**src/rtl/fpm_pkg.sv**
```systemverilog
`default_nettype none
package fpm_pkg;
  // ----------------------------------------------------------------
  // Clock and widths
  // ----------------------------------------------------------------
  localparam int CLK_MHZ = 40;
  localparam int ADDR_W = 22;
  localparam int DQ_W = 16;
  localparam int SEC_W = 7;
  localparam int NUM_SEC = 128;
  localparam int BANK_W = 3;
  localparam int REG_AW = 4;
  localparam int REG_DW = 32;
  localparam int UNLK_AW = 12;
  localparam int CMD_W = 8;
  localparam int ID_OFS_W = 2;

  // ----------------------------------------------------------------
  // Timing
  // ----------------------------------------------------------------
  localparam int MIN_WRITE_PULSE_NS = 40;
  localparam int MIN_INIT_PULSE_NS = 200;
  localparam int ACCESS_TIME_NS = 100;
  localparam int SLEEP_EXTRA_NS = 20;
  localparam int POLL_NS = 500;
  localparam int MIN_WE_CYC = (MIN_WRITE_PULSE_NS * CLK_MHZ + 999) / 1000;
  localparam int MIN_INIT_CYC = (MIN_INIT_PULSE_NS * CLK_MHZ + 999) / 1000;
  localparam int SLEEP_CYC = ((ACCESS_TIME_NS + SLEEP_EXTRA_NS) * CLK_MHZ + 999) / 1000;
  localparam int POLL_CYC = (POLL_NS * CLK_MHZ + 999) / 1000;

  // ----------------------------------------------------------------
  // Command set
  // ----------------------------------------------------------------
  localparam logic [UNLK_AW-1:0] UNLK1_ADDR = 12'h555;
  localparam logic [UNLK_AW-1:0] UNLK2_ADDR = 12'h2aa;
  localparam logic [CMD_W-1:0] UNLK1_DATA = 8'haa;
  localparam logic [CMD_W-1:0] UNLK2_DATA = 8'h55;
  localparam logic [CMD_W-1:0] CMD_RESET = 8'hf0;
  localparam logic [CMD_W-1:0] CMD_IDENT = 8'h90;
  localparam logic [CMD_W-1:0] CMD_PROG = 8'ha0;
  localparam logic [CMD_W-1:0] CMD_ERASE = 8'h30;
  localparam logic [CMD_W-1:0] CMD_GSET = 8'h48;
  localparam logic [CMD_W-1:0] CMD_GCLR = 8'h49;
  localparam logic [CMD_W-1:0] CMD_GSTAT = 8'h58;
  localparam logic [CMD_W-1:0] CMD_LOCK_RD = 8'h40;
  localparam logic [CMD_W-1:0] CMD_LOCK_PGM = 8'h41;

  // ----------------------------------------------------------------
  // Identification data (codes are arbitrary)
  // ----------------------------------------------------------------
  localparam logic [ID_OFS_W-1:0] ID_MFR = 2'h0;
  localparam logic [ID_OFS_W-1:0] ID_DEV = 2'h1;
  localparam logic [ID_OFS_W-1:0] ID_PROT = 2'h2;
  localparam logic [DQ_W-1:0] MFR_CODE = 16'h00a5;
  localparam logic [DQ_W-1:0] DEV_CODE = 16'h005a;
  localparam logic [DQ_W-1:0] POLL_WORD = 16'h0080;
  localparam int POLL_TOG_BIT = 6;
  localparam logic GUARD_OPEN = 1'b1;
  localparam logic GUARD_SHUT = 1'b0;

  // ----------------------------------------------------------------
  // Register map
  // ----------------------------------------------------------------
  localparam logic [REG_AW-1:0] REG_LOCK = 4'h0;
  localparam logic [REG_AW-1:0] REG_CTRL = 4'h4;
  localparam logic [REG_AW-1:0] REG_STAT = 4'h8;
  localparam int ST_GUARD = 0;
  localparam int ST_MODE = 1;
  localparam int ST_BUSY = 4;
  localparam int ST_SLEEP = 5;
  localparam int ST_STBY = 6;
  localparam int ST_RST = 7;
  localparam int ST_LOCK = 8;

  // ----------------------------------------------------------------
  // States
  // ----------------------------------------------------------------
  typedef enum logic [1:0] {
    SQ_IDLE = 2'b00,
    SQ_UNLK1 = 2'b01,
    SQ_UNLK2 = 2'b11,
    SQ_PDATA = 2'b10
  } fpm_seq_e;

  typedef enum logic [2:0] {
    MD_ARRAY = 3'b000,
    MD_IDENT = 3'b001,
    MD_GSTAT = 3'b011,
    MD_LOCK = 3'b010,
    MD_POLL = 3'b110
  } fpm_mode_e;
endpackage : fpm_pkg
`default_nettype wire

```
**src/rtl/fpm_ctrl.sv**
```systemverilog
`default_nettype none
module fpm_ctrl #(
  parameter int NSEC = fpm_pkg::NUM_SEC,
  parameter int MIN_INIT = fpm_pkg::MIN_INIT_CYC,
  parameter int SLEEP_N = fpm_pkg::SLEEP_CYC,
  parameter int POLL_N = fpm_pkg::POLL_CYC
) (
  input wire logic core_clk,
  input wire logic nrst,
  input wire logic ce_n,
  input wire logic we_n,
  input wire logic oe_n,
  input wire logic pin_rst_n,
  input wire logic vpp_ok,
  input wire logic [fpm_pkg::ADDR_W-1:0] addr,
  input wire logic [fpm_pkg::DQ_W-1:0] dq_in,
  output logic [fpm_pkg::DQ_W-1:0] dq_out,
  output logic dq_oe,
  input wire logic [fpm_pkg::DQ_W-1:0] array_rdata,
  input wire logic op_busy,
  output logic op_start,
  output logic op_erase,
  output logic [fpm_pkg::SEC_W-1:0] op_sector,
  output logic [fpm_pkg::ADDR_W-1:0] op_addr,
  output logic [fpm_pkg::DQ_W-1:0] op_data,
  output logic op_abort,
  input wire logic [fpm_pkg::REG_AW-1:0] reg_addr,
  input wire logic [fpm_pkg::REG_DW-1:0] reg_wdata,
  input wire logic reg_wr,
  input wire logic reg_rd,
  output logic [fpm_pkg::REG_DW-1:0] reg_rdata
);
  import fpm_pkg::*;
  localparam int PC_W = $clog2(MIN_INIT + 1);
  localparam int SC_W = $clog2(SLEEP_N + 1);
  localparam int QC_W = $clog2(POLL_N + 1);
  localparam logic [PC_W-1:0] PRST_MAX = PC_W'(MIN_INIT);
  localparam logic [SC_W-1:0] SLEEP_MAX = SC_W'(SLEEP_N);
  localparam logic [QC_W-1:0] POLL_MAX = QC_W'(POLL_N);
  localparam int POLL_A = POLL_N + 2;

  // ----------------------------------------------------------------
  // Write qualification and captured write cycle
  // ----------------------------------------------------------------
  logic wr_fire;
  logic [ADDR_W-1:0] wa_r, wa_nxt;
  logic [DQ_W-1:0] wd_r, wd_nxt;

  fpm_wr_qual #(.MIN_CYC(MIN_WE_CYC)) u_wr_qual (
    .core_clk(core_clk),
    .nrst(nrst),
    .ce_n(ce_n),
    .we_n(we_n),
    .oe_n(oe_n),
    .pin_rst_n(pin_rst_n),
    .wr_fire(wr_fire)
  );

  // ----------------------------------------------------------------
  // State
  // ----------------------------------------------------------------
  fpm_seq_e seq_r, seq_nxt;
  fpm_mode_e mode_r, mode_nxt;
  logic [PC_W-1:0] prst_r, prst_nxt;
  logic [SC_W-1:0] stab_r, stab_nxt;
  logic [QC_W-1:0] poll_r, poll_nxt;
  logic [ADDR_W-1:0] addr_d_r, addr_d_nxt;
  logic [BANK_W-1:0] id_bank_r, id_bank_nxt;
  logic [NSEC-1:0] guard_r, guard_nxt;
  logic lock_r, lock_nxt;
  logic [SEC_W-1:0] sel_r, sel_nxt;
  logic start_r, start_nxt, erase_r, erase_nxt, abort_r, abort_nxt;
  logic [SEC_W-1:0] osec_r, osec_nxt;
  logic [ADDR_W-1:0] oaddr_r, oaddr_nxt;
  logic [DQ_W-1:0] odata_r, odata_nxt;
  logic [DQ_W-1:0] dq_r, dq_nxt;
  logic [REG_DW-1:0] rd_r, rd_nxt;

  logic hw_rst, sleep, g_wr, g_val, lock_pgm, req, req_erase, blocked;
  logic [SEC_W-1:0] wsec, rsec;
  logic [CMD_W-1:0] code;
  logic [DQ_W-1:0] rd_val;

  assign hw_rst = (prst_r == PRST_MAX);
  assign sleep = (stab_r == SLEEP_MAX);
  assign wsec = wa_r[ADDR_W-1 -: SEC_W];
  assign rsec = addr[ADDR_W-1 -: SEC_W];
  assign code = wd_r[CMD_W-1:0];

  // ----------------------------------------------------------------
  // Command sequencer
  // ----------------------------------------------------------------
  always_comb begin
    wa_nxt = (!we_n && !ce_n) ? addr : wa_r;
    wd_nxt = (!we_n && !ce_n) ? dq_in : wd_r;
    prst_nxt = pin_rst_n ? '0 : ((prst_r < PRST_MAX) ? prst_r + 1'b1 : prst_r);
    seq_nxt = seq_r;
    mode_nxt = mode_r;
    id_bank_nxt = id_bank_r;
    lock_nxt = lock_r;
    g_wr = 1'b0;
    g_val = GUARD_OPEN;
    lock_pgm = 1'b0;
    req = 1'b0;
    req_erase = 1'b0;
    poll_nxt = (poll_r != '0) ? poll_r - 1'b1 : poll_r;
    if (mode_r == MD_POLL && poll_r == '0) begin
      mode_nxt = MD_ARRAY;
    end
    if (hw_rst) begin
      seq_nxt = SQ_IDLE;
      mode_nxt = MD_ARRAY;
    end else if (wr_fire) begin
      if (code == CMD_RESET && seq_r != SQ_PDATA) begin
        seq_nxt = SQ_IDLE;
        mode_nxt = MD_ARRAY;
      end else begin
        unique case (seq_r)
          SQ_IDLE: begin
            seq_nxt = (wa_r[UNLK_AW-1:0] == UNLK1_ADDR && code == UNLK1_DATA) ? SQ_UNLK1 : SQ_IDLE;
          end
          SQ_UNLK1: begin
            seq_nxt = (wa_r[UNLK_AW-1:0] == UNLK2_ADDR && code == UNLK2_DATA) ? SQ_UNLK2 : SQ_IDLE;
          end
          SQ_UNLK2: begin
            seq_nxt = SQ_IDLE;
            if (code == CMD_IDENT) begin
              mode_nxt = MD_IDENT;
              id_bank_nxt = wa_r[ADDR_W-1 -: BANK_W];
            end else if (code == CMD_PROG) begin
              seq_nxt = SQ_PDATA;
            end else if (code == CMD_ERASE) begin
              req = 1'b1;
              req_erase = 1'b1;
            end else if (code == CMD_GSET || code == CMD_GCLR) begin
              g_wr = !(op_busy && osec_r == wsec);
              g_val = (code == CMD_GSET) ? GUARD_SHUT : GUARD_OPEN;
            end else if (code == CMD_GSTAT) begin
              mode_nxt = MD_GSTAT;
            end else if (code == CMD_LOCK_RD) begin
              mode_nxt = MD_LOCK;
            end else if (code == CMD_LOCK_PGM) begin
              lock_nxt = 1'b1;
              lock_pgm = 1'b1;
            end
          end
          SQ_PDATA: begin
            seq_nxt = SQ_IDLE;
            req = 1'b1;
          end
        endcase
      end
    end
    // Protection: a guarded sector or a low protection pin turns the request into polling only
    blocked = (guard_r[wsec] == GUARD_SHUT) || !vpp_ok || op_busy;
    start_nxt = req && !blocked;
    erase_nxt = start_nxt ? req_erase : erase_r;
    osec_nxt = start_nxt ? wsec : osec_r;
    oaddr_nxt = start_nxt ? wa_r : oaddr_r;
    odata_nxt = start_nxt ? wd_r : odata_r;
    if (req && blocked) begin
      mode_nxt = MD_POLL;
      poll_nxt = POLL_MAX;
    end
    // Deselect does not touch the engine; only the reset pin aborts
    abort_nxt = hw_rst;
  end

  // Guard bits: reset and lock programming both restore the open default
  for (genvar i = 0; i < NSEC; i++) begin : g_guard
    assign guard_nxt[i] = (hw_rst || lock_pgm) ? GUARD_OPEN :
      ((g_wr && wsec == SEC_W'(i)) ? g_val : guard_r[i]);
  end

  // ----------------------------------------------------------------
  // Read path and automatic sleep
  // ----------------------------------------------------------------
  always_comb begin
    addr_d_nxt = addr;
    stab_nxt = (addr != addr_d_r) ? '0 : ((stab_r < SLEEP_MAX) ? stab_r + 1'b1 : stab_r);
    rd_val = array_rdata;
    unique case (mode_r)
      MD_ARRAY: rd_val = array_rdata;
      MD_IDENT: begin
        if (addr[ADDR_W-1 -: BANK_W] == id_bank_r) begin
          unique case (addr[ID_OFS_W-1:0])
            ID_MFR: rd_val = MFR_CODE;
            ID_DEV: rd_val = DEV_CODE;
            ID_PROT: rd_val = {{(DQ_W-1){1'b0}}, guard_r[rsec] == GUARD_SHUT};
            default: rd_val = '0;
          endcase
        end
      end
      MD_GSTAT: rd_val = {{(DQ_W-1){1'b0}}, guard_r[rsec]};
      MD_LOCK: rd_val = {{(DQ_W-1){1'b0}}, lock_r};
      MD_POLL: rd_val = POLL_WORD ^ ({{(DQ_W-1){1'b0}}, poll_r[0]} << POLL_TOG_BIT);
      default: rd_val = array_rdata;
    endcase
    // Sleeping holds the last word so a slow host still sees valid data
    dq_nxt = sleep ? dq_r : rd_val;
    dq_oe = !ce_n && !oe_n && pin_rst_n && !hw_rst;
  end

  // ----------------------------------------------------------------
  // Register port
  // ----------------------------------------------------------------
  always_comb begin
    sel_nxt = (reg_wr && reg_addr == REG_CTRL) ? reg_wdata[SEC_W-1:0] : sel_r;
    rd_nxt = '0;
    if (reg_rd) begin
      unique case (reg_addr)
        REG_LOCK: rd_nxt[0] = lock_r;
        REG_CTRL: rd_nxt[SEC_W-1:0] = sel_r;
        REG_STAT: begin
          rd_nxt[ST_GUARD] = guard_r[sel_r];
          rd_nxt[ST_MODE +: 3] = mode_r;
          rd_nxt[ST_BUSY] = op_busy;
          rd_nxt[ST_SLEEP] = sleep;
          rd_nxt[ST_STBY] = ce_n && pin_rst_n && !op_busy;
          rd_nxt[ST_RST] = hw_rst;
          rd_nxt[ST_LOCK] = lock_r;
        end
        default: rd_nxt = '0;
      endcase
    end
  end

  always_ff @(posedge core_clk or negedge nrst) begin
    if (!nrst) begin
      wa_r <= '0;
      wd_r <= '0;
      prst_r <= '0;
      seq_r <= SQ_IDLE;
      mode_r <= MD_ARRAY;
      id_bank_r <= '0;
      lock_r <= 1'b0;
      guard_r <= '1;
      poll_r <= '0;
      start_r <= 1'b0;
      erase_r <= 1'b0;
      osec_r <= '0;
      oaddr_r <= '0;
      odata_r <= '0;
      abort_r <= 1'b0;
      addr_d_r <= '0;
      stab_r <= '0;
      dq_r <= '0;
      sel_r <= '0;
      rd_r <= '0;
    end else begin
      wa_r <= wa_nxt;
      wd_r <= wd_nxt;
      prst_r <= prst_nxt;
      seq_r <= seq_nxt;
      mode_r <= mode_nxt;
      id_bank_r <= id_bank_nxt;
      lock_r <= lock_nxt;
      guard_r <= guard_nxt;
      poll_r <= poll_nxt;
      start_r <= start_nxt;
      erase_r <= erase_nxt;
      osec_r <= osec_nxt;
      oaddr_r <= oaddr_nxt;
      odata_r <= odata_nxt;
      abort_r <= abort_nxt;
      addr_d_r <= addr_d_nxt;
      stab_r <= stab_nxt;
      dq_r <= dq_nxt;
      sel_r <= sel_nxt;
      rd_r <= rd_nxt;
    end
  end

  assign dq_out = dq_r;
  assign op_start = start_r;
  assign op_erase = erase_r;
  assign op_sector = osec_r;
  assign op_addr = oaddr_r;
  assign op_data = odata_r;
  assign op_abort = abort_r;
  assign reg_rdata = rd_r;

  // ----------------------------------------------------------------
  // Checks
  // ----------------------------------------------------------------
  guard_reset_a: assert property (@(posedge core_clk) disable iff (!nrst)
    hw_rst |=> &guard_r)
    else $error("guard bits not open after reset pulse");
  lock_guard_a: assert property (@(posedge core_clk) disable iff (!nrst)
    $rose(lock_r) |-> &guard_r)
    else $error("guard bits kept after lock programming");
  prot_block_a: assert property (@(posedge core_clk) disable iff (!nrst)
    op_start |-> guard_r[op_sector] == GUARD_OPEN && $past(vpp_ok))
    else $error("operation started on a locked sector");
  poll_return_a: assert property (@(posedge core_clk) disable iff (!nrst)
    $rose(mode_r == MD_POLL) |-> ##[1:POLL_A] (mode_r == MD_ARRAY))
    else $error("polling did not return to array read");
  ident_bank_a: assert property (@(posedge core_clk) disable iff (!nrst)
    (mode_r == MD_IDENT && addr[ADDR_W-1 -: BANK_W] != id_bank_r && !sleep) |=> dq_out == $past(array_rdata))
    else $error("other bank did not read array data");
  float_out_a: assert property (@(posedge core_clk) disable iff (!nrst)
    (oe_n || ce_n) ##1 (oe_n || ce_n) |-> !dq_oe && !$past(dq_oe))
    else $error("outputs driven while disabled");
  init_pulse_a: assert property (@(posedge core_clk) disable iff (!nrst)
    (!pin_rst_n) [*8] |=> hw_rst && !wr_fire ##1 op_abort && mode_r == MD_ARRAY)
    else $error("long reset pulse did not abort");
  sleep_hold_a: assert property (@(posedge core_clk) disable iff (!nrst)
    sleep && $stable(addr) |=> $stable(dq_out))
    else $error("sleep did not hold output data");
endmodule : fpm_ctrl
`default_nettype wire

```
**src/rtl/fpm_wr_qual.sv**
```systemverilog
`default_nettype none
module fpm_wr_qual #(
  parameter int MIN_CYC = fpm_pkg::MIN_WE_CYC
) (
  input wire logic core_clk,
  input wire logic nrst,
  input wire logic ce_n,
  input wire logic we_n,
  input wire logic oe_n,
  input wire logic pin_rst_n,
  output logic wr_fire
);
  import fpm_pkg::*;
  localparam int CW = $clog2(MIN_CYC + 1);
  localparam logic [CW-1:0] LEN_MAX = CW'(MIN_CYC);

  logic [CW-1:0] len_r, len_nxt;
  logic ok_r, ok_nxt;
  logic we_d_r, we_d_nxt;
  logic first_r, first_nxt;
  logic pu_blk_r, pu_blk_nxt;
  logic active, rise;

  always_comb begin
    active = !ce_n && !we_n && oe_n && pin_rst_n;
    rise = !we_d_r && we_n;
    we_d_nxt = we_n;
    first_nxt = 1'b0;
    len_nxt = len_r;
    ok_nxt = ok_r;
    if (we_n) begin
      len_nxt = '0;
      ok_nxt = 1'b1;
    end else if (!active) begin
      ok_nxt = 1'b0;
    end else if (len_r < LEN_MAX) begin
      len_nxt = len_r + 1'b1;
    end
    // Strap-like check is taken at the first edge after release, never in reset
    if (first_r) begin
      pu_blk_nxt = !we_n && !ce_n && !pin_rst_n && oe_n;
    end else begin
      pu_blk_nxt = pu_blk_r && !rise;
    end
    wr_fire = rise && ok_r && (len_r >= LEN_MAX) && !pu_blk_r;
  end

  always_ff @(posedge core_clk or negedge nrst) begin
    if (!nrst) begin
      len_r <= '0;
      ok_r <= 1'b1;
      we_d_r <= 1'b1;
      first_r <= 1'b1;
      pu_blk_r <= 1'b0;
    end else begin
      len_r <= len_nxt;
      ok_r <= ok_nxt;
      we_d_r <= we_d_nxt;
      first_r <= first_nxt;
      pu_blk_r <= pu_blk_nxt;
    end
  end

  short_pulse_a: assert property (@(posedge core_clk) disable iff (!nrst)
    wr_fire |-> !$past(we_n) && !$past(we_n, MIN_CYC))
    else $error("write fired on a short strobe");
  oe_block_a: assert property (@(posedge core_clk) disable iff (!nrst)
    wr_fire |-> $past(oe_n) && !$past(ce_n))
    else $error("write fired with output enable or select wrong");
endmodule : fpm_wr_qual
`default_nettype wire

```
**config.mk**
```make
export PLATFORM = sky130hd
export DESIGN_NAME = fpm_ctrl
export DESIGN_NICKNAME = d
export VERILOG_FILES = /design/src/rtl/fpm_pkg.sv /design/src/rtl/fpm_ctrl.sv /design/src/rtl/fpm_wr_qual.sv
export SDC_FILE = /design/constraint.sdc
export NUM_CORES = 1
export LEC_CHECK = 0
export ABC_AREA = 1
export BUFFER_PORTS_ARGS = -buffer_cell sky130_fd_sc_hd__buf_2
export CAP_MARGIN = 15
export CORE_ASPECT_RATIO = 0.7
export CORE_MARGIN = 4
export CORE_UTILIZATION = 25
export CTS_BUF_LIST = sky130_fd_sc_hd__clkbuf_16
export DETAILED_ROUTE_END_ITERATION = 8
export PLACE_DENSITY_LB_ADDON = 0.05
export SLEW_MARGIN = 20
export SYNTH_ARGS = -nofsm -noshare
export SYNTH_HDL_FRONTEND = slang
export SYNTH_SLANG_ARGS = --single-unit
```
**constraint.sdc**
```tcl
create_clock -name core_clk -period 2.6 [get_ports core_clk]
set_clock_uncertainty 0.15 [all_clocks]
set_input_delay 0.13 -clock core_clk [delete_from_list [all_inputs] [get_ports core_clk]]
set_output_delay 0.13 -clock core_clk [all_outputs]
set_load 0.01 [all_outputs]
```
## Yosys cells after proc, flatten, opt, wreduce, memory -nomap -nowiden

Index checks and enable logic that the tools add are counted.

| word-level totals | value |
|---|---|
| input bits | 100 |
| flip-flop bits (word level) | 318 |
| output and inout bits | 97 |
| logic and storage cells | 981 |

| cells by class | value |
|---|---|
| $add $sub $neg | 4 |
| magnitude comparators | 7 |
| bitwise operators | 10 |
| equality and inequality tests | 158 |
| reduce and logical (&&, ||, !) cells | 310 |
| multiplexer cells | 340 |

Operators by type and width:

| cell | count |
|---|---|
| 7-bit equality test (second input constant) | 64 |
| 1-bit two-way mux | 301 |
| 2-bit nonzero test | 134 |
| 7-bit by 6-bit equality test with 1-bit output (second input constant) | 32 |
| 1-bit logical AND | 151 |
| 7-bit by 5-bit equality test with 1-bit output (second input constant) | 16 |
| 16-bit one-hot mux with 4 select lines | 1 |
| 7-bit by 4-bit equality test with 1-bit output (second input constant) | 8 |
| 8-bit by 7-bit equality test with 1-bit output (second input constant) | 6 |
| 3-bit two-way mux | 14 |
| 8-bit equality test (second input constant) | 4 |
| 7-bit by 3-bit equality test with 1-bit output (second input constant) | 4 |
| 7-bit by 8-bit < comparator with 1-bit output (second input constant) | 3 |
| 8-bit one-hot mux with 3 select lines | 1 |
| 22-bit != test | 1 |
| 1-bit binary-select mux with 7-bit select | 3 |
| 2-bit two-way mux | 10 |
| 16-bit two-way mux | 1 |
| 7-bit by 2-bit equality test with 1-bit output (second input constant) | 2 |
| 12-bit by 10-bit equality test with 1-bit output (second input constant) | 1 |
| 12-bit by 11-bit equality test with 1-bit output (second input constant) | 1 |
| 1-bit zero test | 12 |
| 6-bit one-hot mux with 2 select lines | 1 |
| 11-bit AND reduction | 1 |
| other kinds (35) | 57 |

## Depth between registers and ports, before layout

| depth | value |
|---|---|
| depth in word-level cells | 14 |
| gate-level depth with buffers | 19 |

## Cells and area by module

From an unflattened synthesis, not the netlist that was laid out.

| unflattened totals | value |
|---|---|
| cells, all modules | 2211 |
| area, all modules | 16465.8 um^2 |

Modules (own cells, without submodules):

| module | area each (um^2) | cells an instance | seq. area each (um^2) | times used |
|---|---|---|---|---|
| fpm_ctrl | 16173.0 | 2179 | 7216.9 | 1 |
| fpm_wr_qual | 292.8 | 32 | 153.9 | 1 |

## Worst setup path before layout

OpenSTA, ideal clock, no wires.

| timing path | value |
|---|---|
| kind | flip-flop to flip-flop |
| from | register prst_r[0] |
| to | register osec_r[6], in the netlist op_sector[6] |
| slack | 283 ps |
| path buffers | 2 |
| cell stages (with the launch flop) | 15 |
| arrival | 2036 ps |
| setup time | 130 ps |
| path through | dfrtp_1 > inv_1 > ha_1 > nand3_1 > inv_1 > nor2_1 > inv_1 > nor2_1 > inv_1 > a211oi_1 > nand3_2 > buf_6 > buf_4 > nand2_1 > o21ai_0 |

| between the ends | value |
|---|---|
| longest elaborated chain between the ends | 3 |

Ends and longest elaborated chain:

| what | line | source |
|---|---|---|
| start: declaration | fpm_ctrl.sv:64 | `logic [PC_W-1:0] prst_r, prst_nxt;` |
| start signal: assignment | fpm_ctrl.sv:253 | `prst_r <= prst_nxt;` |
| 4-bit equality test | fpm_ctrl.sv:84 | `assign hw_rst = (prst_r == PRST_MAX);` |
| net abort_nxt | fpm_ctrl.sv:72 | `logic start_r, start_nxt, erase_r, erase_nxt, abort_r, abort_nxt;` |
| 1-bit two-way mux | fpm_ctrl.sv:110 | `if (hw_rst) begin` |
| 1-bit logical AND | fpm_ctrl.sv:156 | `start_nxt = req && !blocked;` |
| end signal: assignment | fpm_ctrl.sv:262 | `osec_r <= osec_nxt;` |
| end: declaration | fpm_ctrl.sv:73 | `logic [SEC_W-1:0] osec_r, osec_nxt;` |

The timed path passes the listed nets, and every way through them passes these cells.
A chain may end at the register's enable or synchronous reset.

## Worst setup path after layout

| timing path | value |
|---|---|
| from | register wa_r[16] |
| to | register odata_r[12], in the netlist op_data[12] |

| between the ends | value |
|---|---|
| longest elaborated chain between the ends | 7 |

Ends and longest elaborated chain:

| what | line | source |
|---|---|---|
| start: declaration | fpm_ctrl.sv:46 | `logic [ADDR_W-1:0] wa_r, wa_nxt;` |
| start signal: assignment | fpm_ctrl.sv:251 | `wa_r <= wa_nxt;` |
| 1-bit binary-select mux with 7-bit select | fpm_ctrl.sv:155 | `blocked = (guard_r[wsec] == GUARD_SHUT) \|\| !vpp_ok \|\| op_busy;` |
| 1-bit two-way mux (implied by the code) | fpm_ctrl.sv:155 |  |
| 1-bit NOT | fpm_ctrl.sv:155 |  |
| 1-bit logical OR (2 in a row) | fpm_ctrl.sv:155 |  |
| 1-bit zero test | fpm_ctrl.sv:156 |  |
| 1-bit logical AND | fpm_ctrl.sv:156 |  |
| end signal: assignment | fpm_ctrl.sv:264 | `odata_r <= odata_nxt;` |
| end: declaration | fpm_ctrl.sv:75 | `logic [DQ_W-1:0] odata_r, odata_nxt;` |

No other way between the ends. The select of a mux whose other input is x is not followed.

==> impl_metrics.toml <==
[power]
power_density_nw_per_um2 = 606
power_leakage_nw = 9.58
ir_drop_mv = 0.392
finalPower_w = 0.0134

[critical_path]
cpMostUsedCell = "buf_12"
crit_slowest_cell = "dfrtp_2"
required_ns = 2.94
arrival_ns = 3.10
critPathMaxStageDelay_ns = 0.45
crit_start = "wa_r[16]$_DFFE_PN0P_"
r2r_start = "wa_r[16]$_DFFE_PN0P_"
worstSetupStartpointType = "flip-flop"
crit_chain = "inv_2, nor2_4, buf_12, buf_12, a22oi_2, a21oi_2, or2_1, nor2_4, nor2_1, nor2_1, nand3_2, nand3_4, buf_12, buf_4, nand2_1, nand2_1"
worst-path-buf-inv = 5
worstReg2RegEnd = "op_data[12]$_DFFE_PN0P_"
ff2ff_path_depth = 16
end_kind = "flip-flop"
crit_type = "reg2reg"
crit_path_max_fanout = 9
ff2ff_setup_slack_ns = -0.16
cp_top_family = "simple AND/OR/NAND/NOR gates"

[yosys]
synth.most_common_cell = "nand2_1"
synth_ff_type = "dfrtp_1"
synth_area_leader_cell = "dfrtp_1"
synth.distinct_cells = 45
syn_area_sq_um = 16300
synthTopCellsByCount = "nand2_1, nor2_1, nand3_1"
synth_seq_area_share = 0.452
synth_compound_area_frac = 0.149
ys_seq_elements = 288
synthMuxAreaShare = 0.00760
synth_edf_count = 0
synth_top_family_by_area = "simple AND/OR/NAND/NOR gates"
synth-simple-area-share = 0.306
synth-xor-area-share = 0.0107
syn_inst = 2200
yosys-top-cells-area = "dfrtp_1, dfstp_2, nand2_1"
yosys_warnings = 0
avgSynthCellArea_sq_um = 7.41
netlist.area_leader.share = 0.241
async_flop_share = 1.00
synth_fa_ha_area_frac = 0.00537

[sta]
rsz0062_at_grt = "true"
relSlewSlack = 0.449
fin_crit_ns = 2.76
finalHoldViolations = 0
maxSlewViolCount = 0
setup_slack_ns = -0.163
finalSetupViolCount = 48
fmax_ghz = 0.362
worst_slew_pin_slew_ns = 0.826
period_share = 1.06

[global_route]
overflow = 0
grt_pass1_vias = 16500
grt_pass1_wl_mm = 109
grt_max_degree = 77
antenna_found_initial = 3
grt_usage = 0.206

[clock_network]
cts_buffers = 35
h-tree-depth = 2
insertion_delay_ns = 0.55
clock_path_buffers = 3
cts_root_buf = "clkbuf_16"
clk_pin_slew_worst_paths_ns = 0.06
cts_tree = "built"
cts.sink_count = 288

[cells_and_area]
insertedDiodeCount = 0
areaGrowthSynthToFinish_pct = 35.9
postLayoutCellArea_sq_um = 22100
final_nets = 2622
drive_gt1_frac = 0.274
fill_cells = 6801
multi_input_area_sq_um = 8560
fin_cells = 3422
final_core_util = 0.342
register_area_sq_um = 7380

[place]
port_buffers = 148
dp_slack_ns = -0.245
gp_congestion = 0.908
postPlaceCellArea_sq_um = 19200
hpwlAfterDp_mm = 49.7
placed_cells = 3264

[detailed_routing]
drt.antenna.violating_nets = 0
dr.pass1.iters = 5
vias = 17000
drtIter0Drc = 1547
drc = 0
drt_wl_total_mm = 74.0
wl_per_cell_um = 21.6
viasPerCell = 4.98

[job]
cap_viol_max_count = 0

[worst_hold_path]
holdPathEnd = "reg_rdata[0]$_DFF_PN0_"
min-delay-start = "reg_addr[1]"
hold_depth = 7
worstHoldPathType = "in2reg"

[floorplanning]
coreArea_sq_um = 64700
die_y_um = 222
die-area_sq_um = 69400
initial_utilization = 0.252
die_w_um = 313
ios = 197
rows = 78

[run_status]
status = "finished, violations left"
violations = "negative setup slack"
-- power by group --
part / switching, W / internal, W
registers: 0.000209 / 0.00478
clock network: 0.00211 / 0.00272
logic: 0.00232 / 0.00129
total: 0.00464 / 0.00878
-- through the flow --
step                      hold WS, ns  setup TNS, ns
final                          0.0287          -5.13
after global routing           0.0400          -9.62
after CTS                      0.0105         -0.882
after detailed placement      -0.0304         -22.80
after global placement        -0.0283         -17.95
after floorplan                -0.316              0
-- worst reg2reg max path, cell delays in order (launching register included) --
cell and delay, ns:
dfrtp_2 0.45, inv_2 0.10, nor2_4 0.04, buf_12 0.15, buf_12 0.15, a22oi_2 0.18
a21oi_2 0.07, or2_1 0.26, nor2_4 0.13, nor2_1 0.05, nor2_1 0.16, nand3_2 0.17
nand3_4 0.21, buf_12 0.17, buf_4 0.16, nand2_1 0.06, nand2_1 0.06
-- layout by cell type (no fill, tap or decap), types with 20 or more instances in the layout --
cell type,n
a21oi_1,152
buf_2,147
nor3_2,25
dfstp_2,131
o21ai_0,128
buf_12,40
nor2_1,258
dfrtp_1,153
conb_1,24
nand2_2,26
nand2_1,502
buf_4,135
a22oi_2,20
inv_1,86
a22oi_1,44
nor2_4,23
dlygate4sd3_1,72
o22ai_1,33
nand3_1,172
clkbuf_16,40
nor3_1,114
-- cell type report --
class / instances / share of cell area
flip-flops and latches: 288 / 0.333
clock inverters: 28 / 0.00848
clock buffers: 36 / 0.0407
inverters: 96 / 0.0168
multi-input cells: 1678 / 0.387
repair buffers: 416 / 0.164
well taps: 880 / 0.0497
-- per-layer routing --
layer  routed length (um)  share of wire  track usage
met1                37800           0.51        0.327
met2                29400           0.40        0.284
met5                    7       0.000095            0
met4                 1470          0.020       0.0473
met3                 5390          0.073       0.0370
-- cell families (layout without fill, tap and decap cells) --
logic type      after synthesis  in the layout
buf+inv                     257            576
other cells                   1             24
simple gates               1184           1184
fa+ha+maj                     7              7
mux                          11             11
compound gates              432            432
xor+xnor                     20             20
flops                       288            288
-- worst max path at each step --
stage,depth (start not counted),to,slack [ns]
2_1_floorplan,14,op_sector[6]$_DFFE_PN0P_,0.28
3_5_place_dp,12,guard_r[84]$_DFFE_PN1P_,-0.25
4_1_cts,14,guard_r[13]$_DFFE_PN1P_,-0.05
3_3_place_gp,12,guard_r[116]$_DFFE_PN1P_,-0.24
5_1_grt,19,op_addr[14]$_DFFE_PN0P_,-0.24
6_report,16,op_data[12]$_DFFE_PN0P_,-0.16
-- sequential cells by signal, summed over array words and instances (netlist names), 2 cells and up --
signal           cells
guard_r            128
addr_d_r            22
wa_r                22
dq_out              16
op_data             16
wd_r                16
op_addr             15
reg_rdata            9
op_sector            7
sel_r                7
poll_r               5
prst_r               4
id_bank_r            3
mode_r               3
stab_r               3
seq_r                2
u_wr_qual.len_r      2
-- repair_timing --
item,4_1_cts,5_1_grt
gates resized for setup,75,128
setup endpoints to repair,176,178
hold buffers,73,0
setup buffers,1,13
pin swaps,7,42
endpoints found under the hold margin,264,0
cloned,2,5
Note: power is estimated with default switching activity, not from simulation.
